`config.mk`:
```
export PLATFORM = sky130hd
export DESIGN_NAME = ebl_boot_ctrl
export DESIGN_NICKNAME = d
export VERILOG_FILES = /design/src/design/ebl_pkg.sv /design/src/design/ebl_sync.sv /design/src/design/ebl_boot_ctrl.sv
export SDC_FILE = /design/constraint.sdc
export NUM_CORES = 1
export LEC_CHECK = 0
export CORE_MARGIN = 2
export CORE_UTILIZATION = 54
export DETAILED_ROUTE_END_ITERATION = 10
export DONT_BUFFER_PORTS = 1
export PLACE_DENSITY_LB_ADDON = 0.2
export SLEW_MARGIN = 25
export SYNTH_ARGS = -nofsm -noshare
export SYNTH_HDL_FRONTEND = slang
export SYNTH_SLANG_ARGS = --single-unit
```
`constraint.sdc`:
```
create_clock -name clk_sys -period 1.4 [get_ports clk_sys]
set_input_delay 0.21 -clock clk_sys [delete_from_list [all_inputs] [get_ports clk_sys]]
set_output_delay 0.21 -clock clk_sys [all_outputs]
set_load 0.1 [all_outputs]
```
`src/design/ebl_pkg.sv`:
```
package ebl_pkg;
   // Decoded level of the four-level role-select strap
   typedef enum logic [1:0] {
      EBL_LVL_LOW = 2'h0,
      EBL_LVL_RES = 2'h1,
      EBL_LVL_FLOAT = 2'h2,
      EBL_LVL_HIGH = 2'h3
   } ebl_level_type;

   localparam int EBL_EVENT_W = 8;
   localparam logic [7:0] EBL_MASK_RESET = 8'h00;
   localparam int EBL_SYNC_STAGES = 3;

   // Request towards the EEPROM reader engine
   typedef struct packed {
      logic start;
      logic bus_reset;
      logic regs_reset;
   } ebl_ctrl_type;

   // Answer from the EEPROM reader engine
   typedef struct packed {
      logic done;
      logic ok;
   } ebl_stat_type;
endpackage

```
`src/design/ebl_sync.sv`:
```
`timescale 1ns/100ps
module ebl_sync #(
   parameter int W = 1,
   parameter logic [W-1:0] INIT = '0
) (
   input wire logic clk_sys,
   input wire logic rstn,
   input wire logic ce,
   input wire logic [W-1:0] din,
   output logic [W-1:0] dout
);
   logic [W-1:0] s1;
   logic [W-1:0] s2;
   logic [W-1:0] s3;

   always_ff @(posedge clk_sys or negedge rstn) begin
      if (!rstn) begin
         s1 <= INIT;
         s2 <= INIT;
         s3 <= INIT;
      end else if (ce) begin
         s1 <= din;
         s2 <= s1;
         s3 <= s2;
      end
   end

   // A change is accepted once the second and third stages agree
   always_ff @(posedge clk_sys or negedge rstn) begin
      if (!rstn) begin
         dout <= INIT;
      end else if (ce) begin
         for (int i = 0; i < W; i++) begin
            if (s2[i] == s3[i]) begin
               dout[i] <= s3[i];
            end
         end
      end
   end
endmodule

```
`src/design/ebl_boot_ctrl.sv`:
```
// How it works
// Floating role strap selects bus master; high selects slave; low levels reserved.
// In master role, load request going low starts one EEPROM read.
// Request held low after load finishes keeps normal operation, no reload.
// In slave role, low request holds bus machine and registers in reset.
// System keeps request high or floating in slave role for normal use.
// Master role: completion low only after a successful complete load.
// Slave role: completion output follows the request level.
// Interrupt pin pulls low while an enabled event is pending.
// Software mask chooses which events may raise the interrupt.
// Interrupt pin only pulls low, never drives high.
// Factory test inputs are ignored in normal operation.
// Master role: completion high from reset until the started load ends.
`timescale 1ns/100ps
module ebl_boot_ctrl #(
   parameter int EVENT_W = ebl_pkg::EBL_EVENT_W
) (
   input wire logic clk_sys,
   input wire logic rstn,
   input wire logic ce,
   input wire logic [1:0] bus_role_select,
   input wire logic load_req_n,
   input wire logic factory_test_in_a,
   input wire logic factory_test_in_b,
   input wire logic factory_test_in_c,
   input wire logic factory_test_in_d,
   input wire logic factory_test_in_e,
   input wire logic factory_test_in_f,
   input wire ebl_pkg::ebl_stat_type load_stat,
   output ebl_pkg::ebl_ctrl_type load_ctrl,
   output logic role_master,
   output logic role_reserved,
   output logic load_done_n,
   input wire logic [EVENT_W-1:0] irq_events,
   input wire logic [EVENT_W-1:0] irq_mask,
   output logic irq_n_o,
   output logic irq_n_oe
);
   typedef enum logic [1:0] {
      EBL_IDLE,
      EBL_LOADING,
      EBL_FINISHED
   } ebl_state_type;

   ebl_state_type state;
   ebl_state_type next_state;
   logic req_n_s;
   logic [1:0] role_s;
   logic role_valid;
   logic load_ok;
   logic req_low_d;
   logic req_fall;
   logic [2:0] settle_cnt;
   logic start_pulse;
   logic bus_hold;
   logic regs_hold;

   // Unknown role, or slave role with the request low, keeps the bus side in reset
   function automatic logic hold_in_reset(input logic valid, input logic master,
      input logic req_n);
      return !valid || (!master && !req_n);
   endfunction

   // Pin inputs cross into clk_sys; request idles high like its pull-up
   ebl_sync #(.W(1), .INIT(1'b1)) u_req_sync (
      .clk_sys(clk_sys),
      .rstn(rstn),
      .ce(ce),
      .din(load_req_n),
      .dout(req_n_s)
   );

   ebl_sync #(.W(2), .INIT(2'h2)) u_role_sync (
      .clk_sys(clk_sys),
      .rstn(rstn),
      .ce(ce),
      .din(bus_role_select),
      .dout(role_s)
   );

   // Synchroniser outputs keep their reset value for a few edges after release,
   // so the strap is read only once its level has reached the output
   always_ff @(posedge clk_sys or negedge rstn) begin
      if (!rstn) begin
         settle_cnt <= 3'h0;
      end else if (ce && !role_valid) begin
         settle_cnt <= settle_cnt + 3'h1;
      end
   end

   // Strap sampled once after reset release; later wiggles are ignored
   always_ff @(posedge clk_sys or negedge rstn) begin
      if (!rstn) begin
         role_valid <= 1'b0;
         role_master <= 1'b1;
         role_reserved <= 1'b0;
      end else if (ce && !role_valid && settle_cnt == 3'(ebl_pkg::EBL_SYNC_STAGES + 1)) begin
         role_valid <= 1'b1;
         // role decode
         role_master <= (role_s == ebl_pkg::EBL_LVL_FLOAT);
         role_reserved <= (role_s == ebl_pkg::EBL_LVL_LOW) ||
            (role_s == ebl_pkg::EBL_LVL_RES);
      end
   end

   always_ff @(posedge clk_sys or negedge rstn) begin
      if (!rstn) begin
         req_low_d <= 1'b0;
      end else if (ce && role_valid) begin
         // Held until the role is known, so a request low since power-up still counts
         req_low_d <= !req_n_s;
      end
   end

   assign req_fall = !req_n_s && !req_low_d;

   // start on request
   always_comb begin
      next_state = state;
      case (state)
         EBL_IDLE: begin
            if (role_valid && role_master && req_fall) begin
               next_state = EBL_LOADING;
            end
         end
         EBL_LOADING: begin
            if (load_stat.done) begin
               next_state = EBL_FINISHED;
            end
         end
         // no reload while held
         EBL_FINISHED: next_state = EBL_FINISHED;
         default: next_state = EBL_IDLE;
      endcase
   end

   always_ff @(posedge clk_sys or negedge rstn) begin
      if (!rstn) begin
         state <= EBL_IDLE;
      end else if (ce) begin
         state <= next_state;
      end
   end

   always_ff @(posedge clk_sys or negedge rstn) begin
      if (!rstn) begin
         load_ok <= 1'b0;
      end else if (ce && state == EBL_LOADING && load_stat.done) begin
         load_ok <= load_stat.ok;
      end
   end

   // Start is a one-cycle pulse on entry to loading
   always_ff @(posedge clk_sys or negedge rstn) begin
      if (!rstn) begin
         start_pulse <= 1'b0;
      end else if (ce) begin
         start_pulse <= (state == EBL_IDLE) && (next_state == EBL_LOADING);
      end
   end

   // slave-role hold in reset
   always_ff @(posedge clk_sys or negedge rstn) begin
      if (!rstn) begin
         bus_hold <= 1'b1;
         regs_hold <= 1'b1;
      end else if (ce) begin
         bus_hold <= hold_in_reset(role_valid, role_master, req_n_s);
         regs_hold <= hold_in_reset(role_valid, role_master, req_n_s);
      end
   end

   // One driver for the whole struct; every field comes straight from a flop
   assign load_ctrl = '{start: start_pulse, bus_reset: bus_hold, regs_reset: regs_hold};

   // completion output
   always_ff @(posedge clk_sys or negedge rstn) begin
      if (!rstn) begin
         load_done_n <= 1'b1;
      end else if (ce) begin
         if (role_valid && !role_master) begin
            load_done_n <= req_n_s;
         end else begin
            load_done_n <= !((state == EBL_LOADING) && load_stat.done && load_stat.ok) &&
               !((state == EBL_FINISHED) && load_ok);
         end
      end
   end

   // open-drain interrupt, output level tied low
   assign irq_n_o = 1'b0;
   always_ff @(posedge clk_sys or negedge rstn) begin
      if (!rstn) begin
         irq_n_oe <= 1'b0;
      end else if (ce) begin
         irq_n_oe <= |(irq_events & irq_mask);
      end
   end
endmodule

```
==> flow_summary_export.csv <==
group,metric,value,unit
cells_and_area,num_antenna_cells,0,
die,dieArea,2552,µm²
placed_design,hpwl,1320,µm
cts,clk_latency,0.32,ns
global_route,antenna_found_initial,0,
synth,synthAdderAreaFrac,2.141,%
cts,tritoncts,"done",
worst_setup_path,critPathLaunchType,"flip-flop",
synth,yosysMostFrequentCell,"dfrtp_1",
die,die_y,50.52,µm
worst_setup_path,ff2ff_setup_slack,-0.12,ns
global_route,grt_max_degree,27,
synth,synthSimpleGateAreaFrac,12.96,%
outcome,violations,"setup timing",
worst_setup_path,critical_path_class,"flip-flop to flip-flop",
sta,setup-violations-final,3,
synth,synth_top_family_by_area,"simple AND/OR/NAND/NOR gates",
placed_design,place.gp.congestion,0.6755,
drt,drt_iter0_drc,7,
synth,async_reset_ff_share,100.0,%
cts,cts_setup_buffers,0,
cells_and_area,drive_above_1_share,31.19,%
synth,synth_common_cells,"dfrtp_1, dfstp_2, mux2_2",
cts,htree_levels,1,
drt,dr_total_vias,745,
power,vdd_drop_max,1.211,mV
sta,rsz0062_at_grt,"yes",
global_route,overflow,0,
die,io_pins,38,
sta,finalCriticalPeriod,1.517,ns
cts,cts_made_buffers,3,
cts,clock-sinks,26,
sta,holdWs,0.02723,ns
die,rows,16,
synth,synthesis.nets,133,
worst_hold_path,min_path_type,"input pin to flip-flop",
power,leakage,0.5499,nW
synth,synth-seq-cells,26,
synth,ys_types,29,
worst_setup_path,crit_fanout,2,
synth,synth_compound_area_share,11.88,%
cts,root_buffer,"clkbuf_4",
synth,synth_top_area_share,32.12,%
worst_setup_path,required,1.65,ns
sta,slew_viol_final,0,
placed_design,post-place-ws,-0.08791,ns
drt,wl_per_cell,13.84,µm
synth,ys_seq_area_share,56.85,%
synth,synth-xor-area-share,1.499,%
synth,ys.flop_type,"dfrtp_1",
cells_and_area,nets,142,
sta,fmax,659.1,MHz
sta,clock_skew,0.009286,ns
synth,syn_avg_cell_area,11.57,µm²
outcome,run_status,"finished, violations left",
power,power.density,2032,nW/µm²
sta,hold_violations,0,
synth,synth_edf_count,0,
synth,synth_area_leaders,"dfrtp_1, dfstp_2, mux2_2",
synth,muxShareOfSynthArea,9.636,%
sta,fin_crit_sh,108.4,%
synth,post-synth-top-area-cell,"dfrtp_1",
placed_design,port_buffers,0,
synth,syn_area,1169,µm²
worst_setup_path,reg2regPathDepth,3,
drt,antenna_left,0,
cts,clk_pin_slew,0.14,ns
job,cap_violations,0,
cts,cts_max_path_buffers,2,
sta,setup_slack,-0.1173,ns
die,core_area,2002,µm²
die,chipWidth,50.52,µm
drt,first_pass_iters,4,
global_route,grt_pass1_vias,745,
synth,syn-instance-count,101,
worst_hold_path,holdPathStages,1,
die,start_util,58.38,%
worst_setup_path,arrival,1.77,ns
drt,drt-vias-per-instance,5.478,
global_route,grtUsageTotal,17.60,%
synth,synth_warnings,0,
global_route,grt_pass1_wl,3339,µm
cells_and_area,syn_to_final_growth,11.67,%
drt,route.detailed.drc,0,
worst_setup_path,worstSetupEndpointType,"flip-flop",
drt,wl,1882,µm
==> critical path: stages (launching register included) <==
cell	delay [ns]
dfstp_4	0.63
or4b_1	0.41
or3_1	0.33
o21ai_1	0.08
==> state kept, by name, indices dropped and copies added, names as in the netlist, 2 cells and up <==
signal            flops
settle_cnt            3
state                 2
u_role_sync.dout      2
u_role_sync.s2        2
u_role_sync.s1        2
u_role_sync.s3        2
==> worst paths after layout <==
kind	startpoint	end
min in group asynchronous	rstn	role_valid
max in group asynchronous	rstn	u_req_sync.s1
hold reg to reg	u_role_sync.dout[1]	role_master
setup reg to reg	role_master	start_pulse
hold / removal	ce	bus_hold
setup / recovery	role_master	start_pulse
==> logic make-up after synthesis <==
kind of cell	Yosys count
and+or+nand+nor	28
DFF	26
AOI/OAI and AO/OA	22
muxes	10
buffers and inverters	10
adders and majority gates	2
xor gates and xnor gates	2
other	1
==> through the flow <==
step                      setup TNS [ns]  instance area, µm²  util [%]  power [mW]  cells
after detailed placement         -0.1515                1235     61.69       2.313    129
after global routing             -0.5134                1305     65.19       2.821    136
after global placement           -0.1388                1235     61.69       2.272    129
after floorplan                  -0.5612                1172         -       2.112    101
final                            -0.2851                1305     65.19       2.652    136
after CTS                        -0.2976                1301     65.00       2.665    136
==> layout make-up <==
| class | count | area (µm²) |
|---|---|---|
| clock buffer | 4 | 26.28 |
| inverter | 3 | 11.26 |
| sequential | 26 | 668.1 |
| timing repair buffer | 11 | 116.4 |
| multi-input combinational | 65 | 449.2 |
| tap | 27 | 33.78 |
| fill | 163 | 696.9 |
==> where the power goes <==
part           total, mW  internal [mW]  switching, mW  leakage [nW]
combinational       1.14          0.365          0.777         0.237
sequential          1.19           1.03          0.155         0.297
clock              0.321          0.111          0.210        0.0150
==> layer usage <==
metal	GRT usage [%]	up-vias	wire length [µm]
li1	-	366	-
met1	22.36	361	845
met2	29.39	16	942
met3	3.869	2	73
met4	6.757	0	21
met5	0	-	0
==> cells in the final DEF, fill, tap and decap left out, types with 2 or more instances in the layout <==
cell type,instances
buf_4,6
o21ai_0,5
nor2_1,5
buf_12,2
dlygate4sd3_1,2
nand4b_1,2
nand2b_1,5
inv_1,3
dfstp_2,10
mux2_2,10
a221oi_1,2
a22o_1,2
nand3b_1,2
xnor2_1,2
ha_1,2
nand2_1,9
dfrtp_1,15
a21oi_1,6
a31oi_1,2
clkbuf_4,3
==> repair_timing <==
item,CTS,global route
setup endpoints to repair,3,5
resized for setup,0,2
hold endpoints to repair,29,0
hold buffers,3,0
Power figures use the tool's default switching activity.
